$ cat config.mk
export PLATFORM = sky130hd
export DESIGN_NAME = rxs_seq_top
export DESIGN_NICKNAME = d
export VERILOG_FILES = /design/src/rtl/rxs_pkg.sv /design/src/rtl/rxs_link_if.sv /design/src/rtl/rxs_ser_shift.sv /design/src/rtl/rxs_wait_timer.sv /design/src/rtl/rxs_seq_top.sv
export SDC_FILE = /design/constraint.sdc
export NUM_CORES = 1
export LEC_CHECK = 0
export ABC_AREA = 0
export BUFFER_PORTS_ARGS = -buffer_cell sky130_fd_sc_hd__buf_2
export CAP_MARGIN = 30
export CORE_ASPECT_RATIO = 0.5
export CORE_UTILIZATION = 45
export CTS_CLUSTER_DIAMETER = 40
export DETAILED_ROUTE_END_ITERATION = 8
export SYNTH_ARGS = -nofsm -noshare
export SYNTH_HDL_FRONTEND = slang
export SYNTH_SLANG_ARGS = --single-unit
$ cat constraint.sdc
create_clock -name REF_CLK_I -period 5.3 [get_ports REF_CLK_I]
set_input_delay 0.795 -clock REF_CLK_I [delete_from_list [all_inputs] [get_ports REF_CLK_I]]
set_output_delay 0.795 -clock REF_CLK_I [all_outputs]
set_load 0.02 [all_outputs]
$ cat src/rtl/rxs_pkg.sv
package rxs_pkg;

  localparam int CLK_MHZ       = 100;
  localparam int WORD_W        = 32;
  localparam int SER_HALF_CYC  = 5;
  localparam int WAIT_W        = 20;

  localparam int WAIT_LE_US    = 10;
  localparam int WAIT_VCO_US   = 1200;
  localparam int WAIT_AMP_US   = 500;
  localparam int WAIT_LOCK_US  = 100;
  localparam int CYC_LE        = WAIT_LE_US * CLK_MHZ;
  localparam int CYC_VCO       = WAIT_VCO_US * CLK_MHZ;
  localparam int CYC_AMP       = WAIT_AMP_US * CLK_MHZ;
  localparam int CYC_LOCK      = WAIT_LOCK_US * CLK_MHZ;

  localparam logic [2:0] W_NONE = 3'h0;
  localparam logic [2:0] W_LE   = 3'h1;
  localparam logic [2:0] W_VCO  = 3'h2;
  localparam logic [2:0] W_AMP  = 3'h3;
  localparam logic [2:0] W_LOCK = 3'h4;

  localparam logic [6:0] INIT_FIRST  = 7'h00;
  localparam logic [6:0] RECAL_FIRST = 7'h29;

  localparam int TEMP_DELTA_C = 10;

  localparam logic [7:0] ADDR_CTRL   = 8'h00;
  localparam logic [7:0] ADDR_STATUS = 8'h04;
  localparam logic [7:0] ADDR_TEMP   = 8'h08;
  localparam logic [7:0] ADDR_COUNT  = 8'h0C;

  localparam int CTRL_INIT_GO  = 0;
  localparam int CTRL_RECAL_GO = 1;
  localparam int CTRL_AUTO_EN  = 2;
  localparam logic CTRL_AUTO_RST = 1'b0;

  localparam int STAT_BUSY    = 0;
  localparam int STAT_DONE    = 1;
  localparam int STAT_RECAL   = 2;
  localparam int STAT_PENDING = 3;
  localparam int STAT_IDX_LSB = 8;

  typedef enum logic [1:0] {
    SQ_IDLE = 2'h0,
    SQ_SEND = 2'h1,
    SQ_XFER = 2'h3,
    SQ_HOLD = 2'h2
  } rxs_seq_st_t;

  typedef enum logic [1:0] {
    SR_IDLE = 2'h0,
    SR_LOW  = 2'h1,
    SR_HIGH = 2'h3,
    SR_LE   = 2'h2
  } rxs_ser_st_t;

endpackage : rxs_pkg

$ cat src/rtl/rxs_link_if.sv
`timescale 1ns/1ns
interface rxs_link_if;
  logic                        spi_start;
  logic [rxs_pkg::WORD_W-1:0]  spi_word;
  logic                        spi_done;
  logic                        spi_busy;
  logic                        tmr_start;
  logic [rxs_pkg::WAIT_W-1:0]  tmr_count;
  logic                        tmr_done;

  modport seq (output spi_start, output spi_word, input spi_done, input spi_busy,
               output tmr_start, output tmr_count, input tmr_done);
  modport ser (input spi_start, input spi_word, output spi_done, output spi_busy);
  modport tmr (input tmr_start, input tmr_count, output tmr_done);
endinterface : rxs_link_if

$ cat src/rtl/rxs_ser_shift.sv
`timescale 1ns/1ns
module rxs_ser_shift #(
  parameter int HALF = rxs_pkg::SER_HALF_CYC
) (
  input  wire logic   clk_i,
  input  wire logic   rst_n_i,
  rxs_link_if.ser     lnk,
  output logic        sclk_o,
  output logic        sdata_o,
  output logic        le_o
);
  localparam int CW = $clog2(HALF + 1);

  rxs_pkg::rxs_ser_st_t        st;
  logic [CW-1:0]               cnt;
  logic [4:0]                  bits;
  logic [rxs_pkg::WORD_W-1:0]  shreg;
  logic                        half_end;

  assign half_end     = (cnt == CW'(HALF - 1));
  assign lnk.spi_busy = (st != rxs_pkg::SR_IDLE);

  // data changes on the falling edge, so it is stable a full half period before the rising edge
  always_ff @(posedge clk_i or negedge rst_n_i)
  begin
    if (!rst_n_i)
    begin
      st           <= rxs_pkg::SR_IDLE;
      cnt          <= '0;
      bits         <= 5'h00;
      shreg        <= '0;
      sclk_o       <= 1'b0;
      sdata_o      <= 1'b0;
      le_o         <= 1'b0;
      lnk.spi_done <= 1'b0;
    end
    else
    begin
      lnk.spi_done <= 1'b0;
      case (st)
        rxs_pkg::SR_IDLE:
        begin
          cnt <= '0;
          if (lnk.spi_start)
          begin
            shreg   <= lnk.spi_word;
            sdata_o <= lnk.spi_word[rxs_pkg::WORD_W-1];
            bits    <= 5'h1F;
            st      <= rxs_pkg::SR_LOW;
          end
        end
        rxs_pkg::SR_LOW:
        begin
          cnt <= half_end ? '0 : cnt + CW'(1);
          if (half_end)
          begin
            sclk_o <= 1'b1;
            st     <= rxs_pkg::SR_HIGH;
          end
        end
        rxs_pkg::SR_HIGH:
        begin
          cnt <= half_end ? '0 : cnt + CW'(1);
          if (half_end)
          begin
            sclk_o <= 1'b0;
            if (bits == 5'h00)
            begin
              le_o <= 1'b1;
              st   <= rxs_pkg::SR_LE;
            end
            else
            begin
              bits    <= bits - 5'h01;
              shreg   <= {shreg[rxs_pkg::WORD_W-2:0], 1'b0};
              sdata_o <= shreg[rxs_pkg::WORD_W-2];
              st      <= rxs_pkg::SR_LOW;
            end
          end
        end
        rxs_pkg::SR_LE:
        begin
          cnt <= half_end ? '0 : cnt + CW'(1);
          if (half_end)
          begin
            le_o         <= 1'b0;
            sdata_o      <= 1'b0;
            lnk.spi_done <= 1'b1;
            st           <= rxs_pkg::SR_IDLE;
          end
        end
        default:
        begin
          st <= rxs_pkg::SR_IDLE;
        end
      endcase
    end
  end
endmodule : rxs_ser_shift

$ cat src/rtl/rxs_wait_timer.sv
`timescale 1ns/1ns
module rxs_wait_timer (
  input  wire logic   clk_i,
  input  wire logic   rst_n_i,
  rxs_link_if.tmr     lnk
);
  logic [rxs_pkg::WAIT_W-1:0] cnt;
  logic                       run;

  // a count of zero is treated as one cycle, never as a free-running wait
  always_ff @(posedge clk_i or negedge rst_n_i)
  begin
    if (!rst_n_i)
    begin
      cnt          <= '0;
      run          <= 1'b0;
      lnk.tmr_done <= 1'b0;
    end
    else
    begin
      lnk.tmr_done <= 1'b0;
      if (lnk.tmr_start)
      begin
        cnt <= (lnk.tmr_count == '0) ? '0 : lnk.tmr_count - rxs_pkg::WAIT_W'(1);
        run <= 1'b1;
      end
      else if (run)
      begin
        if (cnt == '0)
        begin
          run          <= 1'b0;
          lnk.tmr_done <= 1'b1;
        end
        else
        begin
          cnt <= cnt - rxs_pkg::WAIT_W'(1);
        end
      end
    end
  end
endmodule : rxs_wait_timer

$ cat src/rtl/rxs_seq_top.sv
// Overview of operation
// - after power-up the host runs the whole initialization list before using the transmitter
// - start with master reset, counter setup, ramp divider, calibration setup, 100 kHz divider
// - power up device and oscillator output, then wait 10 us
// - 50 MHz comparison, fraction low zero, divider 241.75, test pin high impedance
// - select 3.3 V levels and calibration-busy on the multiplexed output pin
// - set auxiliary converter clock to 1 MHz
// - program transmitter amplitude before calibration starts
// - start frequency calibration (init and recal words differ), then wait 1200 us
// - enable channel one only, trigger its amplitude calibration, wait 500 us
// - enable channel two only, trigger its amplitude calibration, wait 500 us
// - write step register for slots 0 to 3 with 144, 9, 144, 9
// - write deviation register for slots 0 to 3, alternating 455 and -7280
// - write clock divider register for slots 0 to 3, second divider 10
// - zero fraction low, integer 120 and fraction high 512 to lock
// - ramp-down on output pin, 3.3 V levels, wait 100 us, recal selects ramp mode
// - rerun recalibration after each 10 degree temperature change
// - recalibrate only once initialization is complete and device powered
// - recal turns both channels and oscillator off, then rewrites calibration setup
// - low five bits of each word select the destination register
//
// Design decisions made here: the placing of the registers and the address-and-strobe port.
`timescale 1ns/1ns
module rxs_seq_top #(
  parameter int SER_HALF     = rxs_pkg::SER_HALF_CYC,
  parameter int WAIT_LE_CYC  = rxs_pkg::CYC_LE,
  parameter int WAIT_VCO_CYC = rxs_pkg::CYC_VCO,
  parameter int WAIT_AMP_CYC = rxs_pkg::CYC_AMP,
  parameter int WAIT_LOCK_CYC = rxs_pkg::CYC_LOCK
) (
  input  wire logic        REF_CLK_I,
  input  wire logic        RST_N_I,
  input  wire logic [7:0]  ADDR_I,
  input  wire logic [31:0] WDATA_I,
  input  wire logic        WR_I,
  input  wire logic        RD_I,
  output logic      [31:0] RDATA_O,
  output logic             SPI_CLK_O,
  output logic             SPI_DATA_O,
  output logic             SPI_LE_O
);

  rxs_link_if lnk ();

  rxs_ser_shift #(
    .HALF    (SER_HALF)
  ) u_ser (
    .clk_i   (REF_CLK_I),
    .rst_n_i (RST_N_I),
    .lnk     (lnk.ser),
    .sclk_o  (SPI_CLK_O),
    .sdata_o (SPI_DATA_O),
    .le_o    (SPI_LE_O)
  );

  rxs_wait_timer u_tmr (
    .clk_i   (REF_CLK_I),
    .rst_n_i (RST_N_I),
    .lnk     (lnk.tmr)
  );

  // entry = {wait code, last flag, word}; register number sits in the word's low five bits
  function automatic logic [35:0] rom(input logic [6:0] idx);
    logic [35:0] e;
    e = {rxs_pkg::W_NONE, 1'b1, 32'h00000000};
    case (idx)
      7'h00: e = {rxs_pkg::W_NONE, 1'b0, 32'h02000007};
      7'h01: e = {rxs_pkg::W_NONE, 1'b0, 32'h0000002B};
      7'h02: e = {rxs_pkg::W_NONE, 1'b0, 32'h0000000B};
      7'h03: e = {rxs_pkg::W_NONE, 1'b0, 32'h0018000D};
      7'h04: e = {rxs_pkg::W_NONE, 1'b0, 32'h1D32A64A};
      7'h05: e = {rxs_pkg::W_NONE, 1'b0, 32'h2A20B929};
      7'h06: e = {rxs_pkg::W_NONE, 1'b0, 32'h40003E88};
      7'h07: e = {rxs_pkg::W_LE,   1'b0, 32'h800FE520};
      7'h08: e = {rxs_pkg::W_NONE, 1'b0, 32'h01800827};
      7'h09: e = {rxs_pkg::W_NONE, 1'b0, 32'h00000006};
      7'h0A: e = {rxs_pkg::W_NONE, 1'b0, 32'h01E38005};
      7'h0B: e = {rxs_pkg::W_NONE, 1'b0, 32'h00000004};
      7'h0C: e = {rxs_pkg::W_NONE, 1'b0, 32'h01897803};
      7'h0D: e = {rxs_pkg::W_NONE, 1'b0, 32'h00020642};
      7'h0E: e = {rxs_pkg::W_NONE, 1'b0, 32'hFFF7FFE1};
      7'h0F: e = {rxs_pkg::W_VCO,  1'b0, 32'h800FE720};
      7'h10: e = {rxs_pkg::W_NONE, 1'b0, 32'h800FE560};
      7'h11: e = {rxs_pkg::W_AMP,  1'b0, 32'h800FED60};
      7'h12: e = {rxs_pkg::W_NONE, 1'b0, 32'h800FE5A0};
      7'h13: e = {rxs_pkg::W_AMP,  1'b0, 32'h800FF5A0};
      7'h14: e = {rxs_pkg::W_NONE, 1'b0, 32'h00000011};
      7'h15: e = {rxs_pkg::W_NONE, 1'b0, 32'h00000010};
      7'h16: e = {rxs_pkg::W_NONE, 1'b0, 32'h0000120F};
      7'h17: e = {rxs_pkg::W_NONE, 1'b0, 32'h0200012F};
      7'h18: e = {rxs_pkg::W_NONE, 1'b0, 32'h0400120F};
      7'h19: e = {rxs_pkg::W_NONE, 1'b0, 32'h0600012F};
      7'h1A: e = {rxs_pkg::W_NONE, 1'b0, 32'h012038EE};
      7'h1B: e = {rxs_pkg::W_NONE, 1'b0, 32'h033C720E};
      7'h1C: e = {rxs_pkg::W_NONE, 1'b0, 32'h052038EE};
      7'h1D: e = {rxs_pkg::W_NONE, 1'b0, 32'h073C720E};
      7'h1E: e = {rxs_pkg::W_NONE, 1'b0, 32'h0018050D};
      7'h1F: e = {rxs_pkg::W_NONE, 1'b0, 32'h0018052D};
      7'h20: e = {rxs_pkg::W_NONE, 1'b0, 32'h0018054D};
      7'h21: e = {rxs_pkg::W_NONE, 1'b0, 32'h0018056D};
      7'h22: e = {rxs_pkg::W_NONE, 1'b0, 32'h004F000C};
      7'h23: e = {rxs_pkg::W_NONE, 1'b0, 32'h2800B929};
      7'h24: e = {rxs_pkg::W_NONE, 1'b0, 32'h0100A027};
      7'h25: e = {rxs_pkg::W_NONE, 1'b0, 32'h00000006};
      7'h26: e = {rxs_pkg::W_NONE, 1'b0, 32'h00F04005};
      7'h27: e = {rxs_pkg::W_NONE, 1'b0, 32'h00002004};
      7'h28: e = {rxs_pkg::W_LOCK, 1'b1, 32'h0189F803};
      7'h29: e = {rxs_pkg::W_NONE, 1'b0, 32'h800FE500};
      7'h2A: e = {rxs_pkg::W_NONE, 1'b0, 32'h2A20B929};
      7'h2B: e = {rxs_pkg::W_NONE, 1'b0, 32'h01800827};
      7'h2C: e = {rxs_pkg::W_NONE, 1'b0, 32'h00000006};
      7'h2D: e = {rxs_pkg::W_NONE, 1'b0, 32'h01E38005};
      7'h2E: e = {rxs_pkg::W_NONE, 1'b0, 32'h00000004};
      7'h2F: e = {rxs_pkg::W_NONE, 1'b0, 32'h01897803};
      7'h30: e = {rxs_pkg::W_NONE, 1'b0, 32'h00020642};
      7'h31: e = {rxs_pkg::W_NONE, 1'b0, 32'hFFF7FFE1};
      7'h32: e = {rxs_pkg::W_VCO,  1'b0, 32'h800FE700};
      7'h33: e = {rxs_pkg::W_NONE, 1'b0, 32'h800FE560};
      7'h34: e = {rxs_pkg::W_AMP,  1'b0, 32'h800FED60};
      7'h35: e = {rxs_pkg::W_NONE, 1'b0, 32'h800FE5A0};
      7'h36: e = {rxs_pkg::W_AMP,  1'b0, 32'h800FF5A0};
      7'h37: e = {rxs_pkg::W_NONE, 1'b0, 32'h2800B929};
      7'h38: e = {rxs_pkg::W_NONE, 1'b0, 32'h0100A027};
      7'h39: e = {rxs_pkg::W_NONE, 1'b0, 32'h00000006};
      7'h3A: e = {rxs_pkg::W_NONE, 1'b0, 32'h00F04005};
      7'h3B: e = {rxs_pkg::W_NONE, 1'b0, 32'h00002004};
      7'h3C: e = {rxs_pkg::W_LOCK, 1'b0, 32'h0189F803};
      7'h3D: e = {rxs_pkg::W_NONE, 1'b1, 32'h0000010B};
      default: e = {rxs_pkg::W_NONE, 1'b1, 32'h00000000};
    endcase
    return e;
  endfunction : rom

  rxs_pkg::rxs_seq_st_t st;
  logic [6:0]           idx;
  logic [35:0]          cur;
  logic [2:0]           cur_wait;
  logic                 cur_last;
  logic                 init_done;
  logic                 in_recal;
  logic                 pending;
  logic                 auto_en;
  logic [7:0]           temp_now;
  logic [7:0]           temp_ref;
  logic [15:0]          recal_cnt;
  logic                 wr_ctrl;
  logic                 init_go;
  logic                 recal_go;
  logic                 start_init;
  logic                 start_recal;
  logic                 idle;
  logic signed [8:0]    temp_diff;
  logic                 temp_moved;
  logic                 set_pend;

  assign cur      = rom(idx);
  assign cur_wait = cur[35:33];
  assign cur_last = cur[32];
  assign idle     = (st == rxs_pkg::SQ_IDLE);

  assign wr_ctrl  = WR_I && (ADDR_I == rxs_pkg::ADDR_CTRL);
  assign init_go  = wr_ctrl && WDATA_I[rxs_pkg::CTRL_INIT_GO];
  assign recal_go = wr_ctrl && WDATA_I[rxs_pkg::CTRL_RECAL_GO];

  assign temp_diff  = $signed({temp_now[7], temp_now}) - $signed({temp_ref[7], temp_ref});
  assign temp_moved = (temp_diff >= 9'(rxs_pkg::TEMP_DELTA_C)) || (temp_diff <= -9'(rxs_pkg::TEMP_DELTA_C));

  // recal requests before init completes are dropped, not queued
  assign set_pend    = init_done && (recal_go || (auto_en && temp_moved && !pending && !in_recal));
  assign start_init  = idle && init_go;
  assign start_recal = idle && !init_go && pending && init_done;

  always_ff @(posedge REF_CLK_I or negedge RST_N_I)
  begin
    if (!RST_N_I)
    begin
      pending <= 1'b0;
    end
    else if (set_pend)
    begin
      pending <= 1'b1;
    end
    else if (start_recal || !init_done)
    begin
      pending <= 1'b0;
    end
  end

  always_ff @(posedge REF_CLK_I or negedge RST_N_I)
  begin
    if (!RST_N_I)
    begin
      auto_en  <= rxs_pkg::CTRL_AUTO_RST;
      temp_now <= 8'h00;
    end
    else if (WR_I)
    begin
      if (ADDR_I == rxs_pkg::ADDR_CTRL)
        auto_en <= WDATA_I[rxs_pkg::CTRL_AUTO_EN];
      if (ADDR_I == rxs_pkg::ADDR_TEMP)
        temp_now <= WDATA_I[7:0];
    end
  end

  // sequence engine: one serial write per entry, wait timed from the end of that write
  always_ff @(posedge REF_CLK_I or negedge RST_N_I)
  begin
    if (!RST_N_I)
    begin
      st            <= rxs_pkg::SQ_IDLE;
      idx           <= rxs_pkg::INIT_FIRST;
      init_done     <= 1'b0;
      in_recal      <= 1'b0;
      temp_ref      <= 8'h00;
      recal_cnt     <= 16'h0000;
      lnk.spi_start <= 1'b0;
      lnk.spi_word  <= 32'h00000000;
      lnk.tmr_start <= 1'b0;
      lnk.tmr_count <= '0;
    end
    else
    begin
      lnk.spi_start <= 1'b0;
      lnk.tmr_start <= 1'b0;
      case (st)
        rxs_pkg::SQ_IDLE:
        begin
          if (start_init)
          begin
            idx       <= rxs_pkg::INIT_FIRST;
            init_done <= 1'b0;
            in_recal  <= 1'b0;
            temp_ref  <= temp_now;
            st        <= rxs_pkg::SQ_SEND;
          end
          else if (start_recal)
          begin
            idx       <= rxs_pkg::RECAL_FIRST;
            in_recal  <= 1'b1;
            temp_ref  <= temp_now;
            recal_cnt <= recal_cnt + 16'h0001;
            st        <= rxs_pkg::SQ_SEND;
          end
        end
        rxs_pkg::SQ_SEND:
        begin
          if (!lnk.spi_busy)
          begin
            lnk.spi_word  <= cur[31:0];
            lnk.spi_start <= 1'b1;
            st            <= rxs_pkg::SQ_XFER;
          end
        end
        rxs_pkg::SQ_XFER:
        begin
          if (lnk.spi_done)
          begin
            if (cur_wait != rxs_pkg::W_NONE)
            begin
              lnk.tmr_start <= 1'b1;
              case (cur_wait)
                rxs_pkg::W_LE:   lnk.tmr_count <= rxs_pkg::WAIT_W'(WAIT_LE_CYC);
                rxs_pkg::W_VCO:  lnk.tmr_count <= rxs_pkg::WAIT_W'(WAIT_VCO_CYC);
                rxs_pkg::W_AMP:  lnk.tmr_count <= rxs_pkg::WAIT_W'(WAIT_AMP_CYC);
                rxs_pkg::W_LOCK: lnk.tmr_count <= rxs_pkg::WAIT_W'(WAIT_LOCK_CYC);
                default:         lnk.tmr_count <= rxs_pkg::WAIT_W'(1);
              endcase
              st <= rxs_pkg::SQ_HOLD;
            end
            else if (cur_last)
            begin
              init_done <= 1'b1;
              in_recal  <= 1'b0;
              st        <= rxs_pkg::SQ_IDLE;
            end
            else
            begin
              idx <= idx + 7'h01;
              st  <= rxs_pkg::SQ_SEND;
            end
          end
        end
        rxs_pkg::SQ_HOLD:
        begin
          if (lnk.tmr_done)
          begin
            if (cur_last)
            begin
              init_done <= 1'b1;
              in_recal  <= 1'b0;
              st        <= rxs_pkg::SQ_IDLE;
            end
            else
            begin
              idx <= idx + 7'h01;
              st  <= rxs_pkg::SQ_SEND;
            end
          end
        end
        default:
        begin
          st <= rxs_pkg::SQ_IDLE;
        end
      endcase
    end
  end

  // read data stands only in the cycle after the read strobe
  always_ff @(posedge REF_CLK_I or negedge RST_N_I)
  begin
    if (!RST_N_I)
    begin
      RDATA_O <= 32'h00000000;
    end
    else if (RD_I)
    begin
      case (ADDR_I)
        rxs_pkg::ADDR_CTRL:   RDATA_O <= {29'h00000000, auto_en, 2'h0};
        rxs_pkg::ADDR_STATUS: RDATA_O <= {17'h00000, idx, 4'h0, pending, in_recal, init_done, !idle};
        rxs_pkg::ADDR_TEMP:   RDATA_O <= {16'h0000, temp_ref, temp_now};
        rxs_pkg::ADDR_COUNT:  RDATA_O <= {16'h0000, recal_cnt};
        default:              RDATA_O <= 32'h00000000;
      endcase
    end
    else
    begin
      RDATA_O <= 32'h00000000;
    end
  end

endmodule : rxs_seq_top

After elaboration in Yosys (flattened, before gate mapping)
Memory sizes are Yosys's and may differ from the RTL's.
Index checks and enable logic that the tools add are counted.
- register bits: 198
- ROM bits: 2304
- memories: 1
- memory list (memory ; depth ; width ; read ports ; clocked after memory_dff ; write ports ; line ; text):
    (no name shown) ; 64 ; 36 ; 1 ; 0 ; 0 ; rxs_seq_top.sv:66 ; case (idx)
- magnitude comparators: 2
- reduce and logical (&&, ||, !) cells: 51
- bitwise logic cells: 2
- multiplexer cells: 79
- $add $sub $neg: 7
- eq/ne operators: 27
- operator list (cell ; number):
    $mux W31 ; 3
    $mux W20 ; 4
    $pmux W17 S4 ; 1
    $pmux W16 S4 ; 1
    $pmux W31 S2 ; 1
    $mux W7 ; 6
    $logic_not A20 Y1 ; 2
    $sub A20 B1 Y20 const B ; 2
    $mux W36 ; 1
    $mux W1 ; 34
    $mux W32 ; 1
    $mux W2 ; 11
    $pmux W7 S3 ; 1
    $add A16 B1 Y16 const B ; 1
    $eq A8 B4 Y1 const B ; 2
    $mux W8 ; 2
    $pmux W2 S4 ; 2
    $reduce_and A4 Y1 ; 4
    $mux W5 ; 3
    $reduce_and A5 Y1 ; 3
    $reduce_bool A2 Y1 ; 7
    $ne A2 B1 Y1 const B ; 6
    $ne A2 B2 Y1 const B ; 6
    $logic_and A1 B1 Y1 ; 11
    other kinds (28) ; 53

Longest topological paths before layout
Gate-level depths: netlist of run 1.
- depth after elaboration: 10
- mapped depth: 10

Cells and area by module
From an unflattened synthesis of run 1, not the netlist that was laid out.
- cell total of the unflattened synthesis: 1168
- area total of the unflattened synthesis: 11008.1 µm²
- modules (own cells, without submodules) (module ; area an instance (µm²) ; times used ; cells an instance):
    rxs_seq_top ; 6927.9 ; 1 ; 809
    rxs_ser_shift ; 2372.3 ; 1 ; 172
    rxs_wait_timer ; 1707.9 ; 1 ; 187

Least setup slack after synthesis of run 1
Ideal clock, no wire load.
- path kind: register to register
- from: register idx[1]
- to: register lnk.tmr_count[10] in the netlist's numbering
- arrival: 2.682 ns
- clock period less this slack: 2.807 ns
- path slack: 2.493 ns
- data required time: 5.175 ns
- cell stages (with the launch flop): 10
- cell sequence: dfrtp_1 -> ha_1 -> ha_1 -> nand2b_1 -> o221a_2 -> a21o_1 -> a311oi_2 -> and2_1 -> buf_6 -> mux2_4
- cells in the longest elaborated chain, start to end: 4
- ends and longest elaborated chain (what ; line ; text):
    start, declared ; rxs_seq_top.sv:135 ; logic [6:0] idx;
    start signal, assigned ; rxs_seq_top.sv:211 ; idx <= rxs_pkg::INIT_FIRST;
    start signal, assigned ; rxs_seq_top.sv:230 ; idx <= rxs_pkg::INIT_FIRST;
    start signal, assigned ; rxs_seq_top.sv:238 ; idx <= rxs_pkg::RECAL_FIRST;
    $mem_v2 Z64 W36 * ; n/a ;
    $mux W36 * ; rxs_seq_top.sv:66 ;
    $eq A3 B3 Y1 (tied with other cells) ; rxs_seq_top.sv:261 ; case (cur_wait)
    $pmux W17 S4 or $reduce_and A3 Y1 (tied branches) ; n/a ;
    end signal, assigned ; rxs_seq_top.sv:262 ; rxs_pkg::W_LE: lnk.tmr_count <= rxs_pkg::WAIT_W'(WAIT_LE_CYC);
    end signal, assigned ; rxs_seq_top.sv:263 ; rxs_pkg::W_VCO: lnk.tmr_count <= rxs_pkg::WAIT_W'(WAIT_VCO_CYC);
    end signal, assigned ; rxs_seq_top.sv:264 ; rxs_pkg::W_AMP: lnk.tmr_count <= rxs_pkg::WAIT_W'(WAIT_AMP_CYC);
    end, declared ; rxs_link_if.sv:8 ; logic [rxs_pkg::WAIT_W-1:0] tmr_count;
Mark *: on every way between the ends. The rest lies on a longest branch, timed or not.
A chain may end at the register's enable or synchronous reset.

Worst setup path after layout of run 1
- from: register idx[0]
- to: register lnk.tmr_count[4] in the netlist's numbering
Same word-level chain as after synthesis.

==> flow_summary.toml, run 1 <==
[status]
outcome = "finished, final reports clean"

[route]
routed_wl_mm = 29.79
wl_per_cell_um = 19.65
vias = 8897
dr.pass1.iters = 5
drtIter0Drc = 711
drtAntennaViolNets = 0
drc = 0
vias_per_cell = 5.869

[critical_path]
path_cells = "buf_4, ha_1, ha_1, nand2b_1, o221a_2, a21o_1, a311oi_2, and2_1, mux2_2"
start_kind = "flip-flop"
cpMostUsedCell = "ha_1"
required_ps = 5630
cpPeakStageDelay_ps = 610
path_class = "reg2reg"
worstRegToRegCells = 9
crit_arrival_ps = 4350
critPathCaptureType = "flip-flop"
crit_fanout = 11
cpMaxStageDelayCell = "dfrtp_1"

[die]
core_um2 = 22980
die_w_um = 219.4
rows = 39
die_y_um = 110.7
io_pins = 79
start_util = 0.4627
dieArea_um2 = 24290

[timing]
post-route-min-period_ps = 4018
fin_tns_setup_ps = 0
fin_worst_skew_ps = 9.739
slew_violations = 0
hold-worst-slack_ps = 399.2
setup-violations-final = 0
fin_crit_sh = 0.7580
max-slew-margin-rel = 0.4206
rsz0062_at_grt = "no"
hold_violations = 0
tightest_slew_ps = 866.7
fmax_mhz = 248.9

[power_and_ir_drop]
power_density_nw_per_um2 = 504.2
leakagePower_nw = 5.135
irDropWorstVdd_v = 0.0003726

[yosys]
synth_edf_count = 0
synthFlopType = "dfrtp_1"
ys_seq_area_frac = 0.4048
syn_inst = 1204
syn_area_um2 = 10630
yosys_register_bits = 172
ys_async_sr_fraction = 1.000
avgSynthCellArea_um2 = 8.832
synth_area_leader_cell = "dfrtp_1"
yosysTopAreaCellShare = 0.4048
synth_warnings = 0
synth_area_leaders = "dfrtp_1 (40%), a21oi_1 (5.3%), mux2i_1 (4.9%), nor2_1 (4.5%), o21ai_0 (4.1%)"
synth_cell_types = 85

[place]
hpwl_mm = 20.91
place_inst = 1483
place.gp.congestion = 1.025
numPortBuffers = 38

[final_layout]
drive_above_1_share = 0.1059
nFillCells = 2180
syn_to_final_growth_pct = 9.425
diodes = 0
nNetsFinal = 1275
finalNonFillerCells = 1516

[global_routing]
globalRoute.totalOverflow = 0
antenna_found_initial = 1
grt_pass1_vias = 8727
grt_max_degree = 84
grtUsageTotal = 0.2589
grt_pass1_wl_mm = 48.90

[clocking]
clk_latency_ps = 450
cts_made_buffers = 17
root_buffer = "clkbuf_16"
cts_buffer_depth = 2
hold_buffers = 0
postCtsSetupRepairBufs = 0
cts-htree-levels = 4
postCtsResizedCells = 0
clk_pin_slew_worst_paths_ps = 70
clock-sinks = 172
cts_tree = "yes"

[min_path]
holdCritPathClass = "in2async"

[flow_run]
maxCapViolCount = 0
-- sequential cells by signal, indices dropped and copies added (netlist names), 2 cells and up --
register and count:
temp_ref 8, RDATA_O 16, lnk.spi_word 32, recal_cnt 16, idx 7, u_tmr.cnt 20
u_ser.cnt 3, u_ser.bits 5, lnk.tmr_count 10, temp_now 8, u_ser.shreg 31, u_ser.st 2
st 2
-- path summary, 6_finish.rpt --
check	startpoint	endpoint	slack [ps]
min reg2reg	u_ser.cnt[0]	u_ser.cnt[0]	470
min	RST_N_I	u_ser.cnt[2]	400
max in group asynchronous	RST_N_I	idx[4]	3800
min in group REF_CLK_I	u_ser.cnt[0]	u_ser.cnt[0]	470
max	idx[0]	lnk.tmr_count[4]	1280
max reg2reg	idx[0]	lnk.tmr_count[4]	1280
-- power breakdown --
| part | switching, mW | internal, mW |
|---|---|---|
| Clock | 0.547 | 0.934 |
| Combinational | 1.58 | 0.921 |
| Sequential | 0.267 | 1.62 |
| Total | 2.39 | 3.47 |
-- cell usage after synthesis (11+ instances only) --
cell        n
nor2_1    127
and3_1     11
o21ai_0    88
buf_4      18
nand2_1   117
o211ai_1   12
ha_1       34
a21oi_1   112
nand3_1    23
a211oi_1   13
a22oi_1    13
nor2b_1    12
xnor2_1    17
clkbuf_1   56
mux2i_1    52
dfrtp_1   172
inv_1      44
a31oi_1    11
o31ai_1    15
nor3_1     25
nand2b_1   19
xor2_1     13
-- layout make-up --
cell class	count	area, um^2	share of cell area
multi-input combinational	909	5769	0.4958
sequential	172	4307	0.3701
clock buffer	22	484.2	0.04161
tap	307	384.1	0.03301
timing repair buffer	51	314.1	0.02699
clock inverter	10	209.0	0.01796
inverter	45	168.9	0.01452
-- placed cells by master, fill, tap and decap left out, types with 25 or more instances in the layout --
| master | Yosys | routed |
|---|---|---|
| dfrtp_1 | 172 | 170 |
| nor2_1 | 127 | 127 |
| nand2_1 | 117 | 117 |
| a21oi_1 | 112 | 112 |
| o21ai_0 | 88 | 88 |
| mux2i_1 | 52 | 52 |
| inv_1 | 44 | 44 |
| buf_2 | 9 | 37 |
| ha_1 | 34 | 33 |
| nor3_1 | 25 | 25 |
-- cells by family after synthesis --
family          share of synthesized area
other cells                     0.0003526
compound gates                     0.2134
fa+ha+maj                         0.04189
xor+xnor                          0.02471
buf+inv                           0.05836
flops                              0.4048
mux                               0.07471
simple gates                       0.1818
-- per-stage QoR --
step	setup WS [ps]	total power [mW]	instance area [um^2]	utilization
3_5_place_dp	1419	4.336	10920	0.4749
5_1_grt	1148	6.269	11640	0.5063
6_report	1282	5.867	11640	0.5063
4_1_cts	1376	5.833	11610	0.5051
3_3_place_gp	1465	4.298	10920	0.4749
2_1_floorplan	2493	3.700	10690	-
-- metal layers --
| layer | vias to the layer above | global-route usage | share of wire |
|---|---|---|---|
| met5 | - | 0 | 0.00044 |
| met4 | 2 | 0.08380 | 0.022 |
| met3 | 47 | 0.04774 | 0.045 |
| met2 | 231 | 0.3914 | 0.45 |
| met1 | 4359 | 0.3730 | 0.49 |
| li1 | 4258 | - | - |
-- worst max-delay path: cells and delay by family, from the launching register on --
kind                       cells  cell delay (ps)
AOI/OAI and AO/OA              3             1090
adders and majority gates      2              810
and+or+nand+nor                2              710
DFF                            1              610
muxes                          1              390
buffers and inverters          1              270
Power figures use the tool's default switching activity.
==> inputs of run 2 (changes only) <==
--- a/config.mk
+++ b/config.mk
@@ -5,7 +5,7 @@
 export SDC_FILE = /design/constraint.sdc
 export NUM_CORES = 1
 export LEC_CHECK = 0
-export ABC_AREA = 0
+export ABC_AREA = 1
 export BUFFER_PORTS_ARGS = -buffer_cell sky130_fd_sc_hd__buf_2
 export CAP_MARGIN = 30
 export CORE_ASPECT_RATIO = 0.5
==> constraint.sdc (replaced) <==
create_clock -name REF_CLK_I -period 3.9 [get_ports REF_CLK_I]
set_input_delay 0.585 -clock REF_CLK_I [delete_from_list [all_inputs] [get_ports REF_CLK_I]]
set_output_delay 0.585 -clock REF_CLK_I [all_outputs]
set_load 0.02 [all_outputs]
==> run 2 against run 1 <==
  * The flow now finishes with violations (DRC)
  * Final cell count up 19%
  * Largest cell class unchanged
  * First-iteration DRC count up 35%
  * Worst setup slack worse by 440 ps
  * Synthesized cell count up 22%
  * Total power down 36%
  * Clock-buffer cell count down 4
  * Design area up 0.58%
  * Sequential share of layout area down 0.23 points
  * Clock skew about the same
  * Sequential power down 5%
  * Utilization up 0.079 points
  * Fmax up 31%
==> flow_summary.toml, run 2 <==
[clocking]
clk_pin_slew_worst_paths_ps = 70
cts_made_buffers = 17
postCtsResizedCells = 0
cts_tree = "yes"
clock-sinks = 172
root_buffer = "clkbuf_16"
cts_buffer_depth = 2
hold_buffers = 0
clk_latency_ps = 460
postCtsSetupRepairBufs = 0
cts-htree-levels = 4

[die]
start_util = 0.4648
core_um2 = 23080
rows = 39
die_y_um = 111.2
die_w_um = 220.4
dieArea_um2 = 24500
io_pins = 79

[status]
violations = "DRC"
outcome = "finished with violations"

[power_and_ir_drop]
pwr-share-clk = 0.492
switchingPower_mw = 0.9015
p_sw_frac = 0.2401
leakagePower_nw = 5.996
seq_power_share = 0.477
power.internal_mw = 2.853
report.power.total_mw = 3.754
irDropWorstVdd_v = 0.0002836
comb_power_share = 0.031
power_density_nw_per_um2 = 320.8

[yosys]
synth_area_leader_cell = "dfrtp_1"
synthTopCellsByCount = "nand2_1 (378), dfrtp_1 (172), inv_1 (165)"
synthMuxAreaShare = 0
synth.most_common_cell = "nand2_1"
synth_warnings = 0
synthFlopType = "dfrtp_1"
synth_top_family_by_area = "simple AND/OR/NAND/NOR gates"
synth_edf_count = 0
ys_async_sr_fraction = 1.000
avgSynthCellArea_um2 = 7.313
yosys_register_bits = 172
syn_inst = 1467
synth_xor_area_frac = 0.02204
syn_area_um2 = 10730
yosysTopAreaCellShare = 0.4012
synth_cell_types = 55
synth_area_leaders = "dfrtp_1 (40%), nand2_1 (13%), inv_1 (5.8%), o21ai_0 (5.6%), nor2_1 (5.5%)"
synth-compound-area-share = 0.1700
ys_seq_area_frac = 0.4012
yosys.area_share.simple = 0.2650
synth_fa_ha_area_frac = 0.04152

[final_layout]
diodes = 0
nNetsFinal = 1562
final_common_cell = "nand2_1"
top_regs = "lnk.spi_word: 32 flops, u_ser.shreg: 31 flops, u_tmr.cnt: 20 flops"
syn_to_final_growth_pct = 9.097
top_register = "lnk.spi_word"
drive_above_1_share = 0.08757
finalNonFillerCells = 1803
final_cell_mix = "nand2_1 (378), dfrtp_1 (172), inv_1 (164)"
largest_reg_flops = 32

[timing]
hold_violations = 0
slew_violations = 0
fmax_mhz = 327.2
post-route-min-period_ps = 3056
setup-violations-final = 0
tightest_slew_ps = 825.8
fin_tns_setup_ps = 0
fin_crit_sh = 0.7837
fin_worst_skew_ps = 9.326
rsz0062_at_grt = "no"
max-slew-margin-rel = 0.4494

[global_routing]
globalRoute.totalOverflow = 0
grtUsageTotal = 0.2794
grt_pass1_vias = 9676
grt_pass1_wl_mm = 52.61
grt_max_degree = 111
antenna_found_initial = 1

[critical_path]
required_ps = 4290
path_class = "reg2reg"
worstRegToRegCells = 12
start_kind = "flip-flop"
timing.rr.start = "idx[1]"
critPathCaptureType = "flip-flop"
crit_arrival_ps = 3450
regToRegSetupSlack_ps = 840
timing.rr.end = "idx[4]"
crit_fanout = 12

[place]
place.gp.congestion = 0.9736
numPortBuffers = 38
place_inst = 1770
hpwl_mm = 23.36

[route]
vias_per_cell = 5.588
drtIter0Drc = 960
routed_wl_mm = 32.54
drtAntennaViolNets = 0
drc = 3
vias = 10080
dr.pass1.iters = 7
wl_per_cell_um = 18.05

[min_path]
holdCritPathClass = "in2async"

[flow_run]
maxCapViolCount = 0
[run 2: changes by cell type after synthesis, sizes merged, moves of 43 or more]
cell	previous run	this run
o21ai	92	135
a21oi	115	65
inv	45	179
mux2i	52	0
nand3	24	70
nand2	117	389
[run 2: how the worst max path moves through the flow]
stage               startpoint                end  slack, ps  cells after the start
global placement        idx[1]             idx[4]        930                     12
detailed placement      idx[1]             idx[4]        930                     12
CTS                     idx[1]             idx[4]        900                     12
floorplan               idx[1]  lnk.tmr_count[15]       1840                     12
finish                  idx[1]             idx[4]        840                     12
global route            idx[1]             idx[4]        650                     12
[run 2: metrics by stage]
step | instance area [um^2] | hold WS [ps] | setup WS [ps] | utilization
6_report | 11700 | 86.91 | 843.5 | 0.5071
5_1_grt | 11700 | 139.5 | 649.8 | 0.5071
4_1_cts | 11680 | 117.9 | 896.3 | 0.5062
3_5_place_dp | 11060 | 466.7 | 931.7 | 0.4793
3_3_place_gp | 11060 | 442.6 | 928.9 | 0.4793
2_1_floorplan | 10780 | 289.4 | 1842 | -
[run 2: cell type report]
class	instances	area, um^2
clock buffer	18	439.2
tap	307	384.1
sequential	172	4304
timing repair buffer	48	296.5
clock inverter	14	182.7
inverter	180	688.2
multi-input combinational	1064	5409
fill	2358	11380
[run 2: routing by layer]
layer	vias up	share of wire	track usage
met3	66	0.056	0.05322
met1	4815	0.48	0.3978
li1	4824	-	-
met2	371	0.44	0.4115
met4	0	0.029	0.1195
met5	-	0	0
[run 2: kinds of logic (layout without fill, tap and decap cells)]
| family | Yosys count | count (layout) |
|---|---|---|
| and+or+nand+nor | 676 | 676 |
| AOI/OAI and AO/OA | 310 | 310 |
| buffers and inverters | 246 | 260 |
| DFF | 172 | 172 |
| adders and majority gates | 35 | 35 |
| xor gates and xnor gates | 27 | 27 |
| other | 1 | 16 |
[run 2: power by group through the flow]
stage	clock network, mW	registers [mW]	logic [mW]
floorplan	0	1.82	0.0681
global placement	0	1.82	0.117
detailed placement	0	1.82	0.120
CTS	1.87	1.79	0.120
global route	1.94	1.79	0.135
finish	1.85	1.79	0.117
[run 2: worst max-delay path: stages (launching register included)]
cell	delay, ps
dfrtp_1	690
ha_1	430
ha_1	270
inv_1	80
o21ai_0	210
nand3_1	120
o21ai_1	280
nand2_2	140
nand3_2	140
nand2_2	220
nand3_2	230
nand2_1	80
nand2_1	90
==> inputs of run 3 (changes only) <==
==> constraint.sdc (replaced) <==
create_clock -name REF_CLK_I -period 3.2 [get_ports REF_CLK_I]
set_input_delay 0.48 -clock REF_CLK_I [delete_from_list [all_inputs] [get_ports REF_CLK_I]]
set_output_delay 0.48 -clock REF_CLK_I [all_outputs]
set_load 0.02 [all_outputs]
==> run 3 against run 2 <==
  * Fmax up 9.5%
  * Clock-buffer cell count up 3
  * Sequential power increased by 22%
  * Clock power up 17%
  * The run still ends with DRC left
  * Design area up 0.91%
  * Worst setup slack lost 440 ps
  * Flip-flop and latch count stayed put
  * Critical path depth is the same
==> flow_summary.toml, run 3 (synthesis gave the netlist of run 2 again) <==
[status]
outcome = "finished with violations"
violations = "DRC"

[global_routing]
antenna_found_initial = 2
use_met2 = 0.4345
grt_max_degree = 66
grtUsageTotal = 0.2860
busiest_layer = "met2"
grt_pass1_wl_mm = 53.14
grt_pass1_vias = 9502
grt_use_met1 = 0.3919
globalRoute.totalOverflow = 0
grt_util_met3 = 0.06968

[clocking]
cts_made_buffers = 17
clk_latency_ps = 450
cts_buffer_depth = 2
clock-sinks = 172
postCtsSetupRepairBufs = 0
root_buffer = "clkbuf_16"
postCtsResizedCells = 0
cts_tree = "yes"
hold_buffers = 0
clk_pin_slew_worst_paths_ps = 70
cts-htree-levels = 4

[timing]
fmax_mhz = 358.1
fin_tns_setup_ps = 0
fin_crit_sh = 0.8726
fin_worst_skew_ps = 10.23
post-route-min-period_ps = 2792
rsz0062_at_grt = "no"
hold-worst-slack_ps = 0.6360
hold_violations = 0
tightest_slew_ps = 618.0
slew_violations = 0
setup-violations-final = 0
max-slew-margin-rel = 0.5880

[route]
routed_wl_mm = 33.40
vias = 9957
drc = 2
dr.pass1.iters = 7
vias_per_cell = 5.474
drtIter0Drc = 1029
drtAntennaViolNets = 0
wl_per_cell_um = 18.36

[final_layout]
top_register = "lnk.spi_word"
diodes = 0
final_common_cell = "nand2_1"
drive_above_1_share = 0.09722
postLayoutCoreUtil = 0.5117
final_cell_mix = "nand2_1 (378), dfrtp_1 (172), inv_1 (164)"
nNetsFinal = 1578
top_regs = "lnk.spi_word: 32 flops, u_ser.shreg: 31 flops, u_tmr.cnt: 20 flops"
syn_to_final_growth_pct = 10.09
largest_reg_flops = 32
stdcell_area_um2 = 11810

[critical_path]
crit_fanout = 12
start_kind = "flip-flop"
critPathCaptureType = "flip-flop"
crit_arrival_ps = 3180
worstRegToRegCells = 12
required_ps = 3590
path_class = "reg2reg"

[die]
start_util = 0.4648
io_pins = 79
die_w_um = 220.4
die_y_um = 111.2
dieArea_um2 = 24500
core_um2 = 23080
rows = 39

[power_and_ir_drop]
power_density_nw_per_um2 = 379.9
power.internal_mw = 3.397
switchingPower_mw = 1.089
irDropWorstVdd_v = 0.0003074
seq_power_share = 0.486
leakagePower_nw = 6.073
p_sw_frac = 0.2427
comb_power_share = 0.033
pwr-share-clk = 0.481

[flow_run]
maxCapViolCount = 0

[place]
numPortBuffers = 38
place.gp.congestion = 0.9620
hpwl_mm = 24.95
dpl_cell_area_um2 = 11200

[min_path]
holdCritPathClass = "in2async"
run 3: changes by cell type in the layout (fill, tap and decap cells not counted), sizes merged:
cell,delta
bufinv,-2
clkbuf,+3
clkinvlp,-2
buf,+16
inv,+1
run 3: final timing paths:
kind | from | end | slack, ps
max in group asynchronous | RST_N_I | u_tmr.cnt[12] | 2460
setup reg to reg | idx[1] | idx[5] | 410
setup / recovery | idx[1] | idx[5] | 410
min in group REF_CLK_I | WDATA_I[4] | temp_now[4] | 290
hold reg to reg | u_ser.cnt[0] | u_ser.cnt[0] | 470
hold / removal | RST_N_I | u_ser.cnt[2] | 0.6
run 3: through the flow:
step | setup WS [ps] | instances | total power, mW
6_report | 407.8 | 1819 | 4.486
5_1_grt | 214.2 | 1819 | 4.651
4_1_cts | 498.5 | 1819 | 4.532
3_5_place_dp | 523.6 | 1787 | 2.374
3_3_place_gp | 600.5 | 1787 | 2.369
2_1_floorplan | 1142 | 1482 | 2.306
run 3: cell type report:
type / instances / area, um^2
Sequential cell: 172 / 4304
Tap cell: 307 / 384.1
Fill cell: 2300 / 11270
Timing Repair Buffer: 64 / 416.7
Clock buffer: 21 / 480.5
Clock inverter: 11 / 127.6
Inverter: 180 / 688.2
Multi-Input combinational cell: 1064 / 5409
run 3: critical path: stages, from the launching register on:
cell	delay, ps
dfrtp_1	560
ha_1	370
ha_1	290
inv_1	90
o21ai_0	220
nand3_1	110
o21ai_1	230
nand2_2	140
nand3_2	140
nand2_2	220
nand3_2	210
nand2_1	70
nand2_1	60
run 3: power by group through the flow:
| stage | clock network, mW | logic (mW) | registers, mW |
|---|---|---|---|
| floorplan | 0 | 0.0830 | 2.22 |
| global placement | 0 | 0.145 | 2.22 |
| detailed placement | 0 | 0.150 | 2.22 |
| CTS | 2.20 | 0.151 | 2.18 |
| global route | 2.30 | 0.170 | 2.18 |
| finish | 2.16 | 0.147 | 2.18 |
run 3: layer usage:
metal  wire [um]  up-vias
met4         906        0
met1       15740     4727
li1            -     4866
met5           0        -
met3        2023       51
met2       14730      313
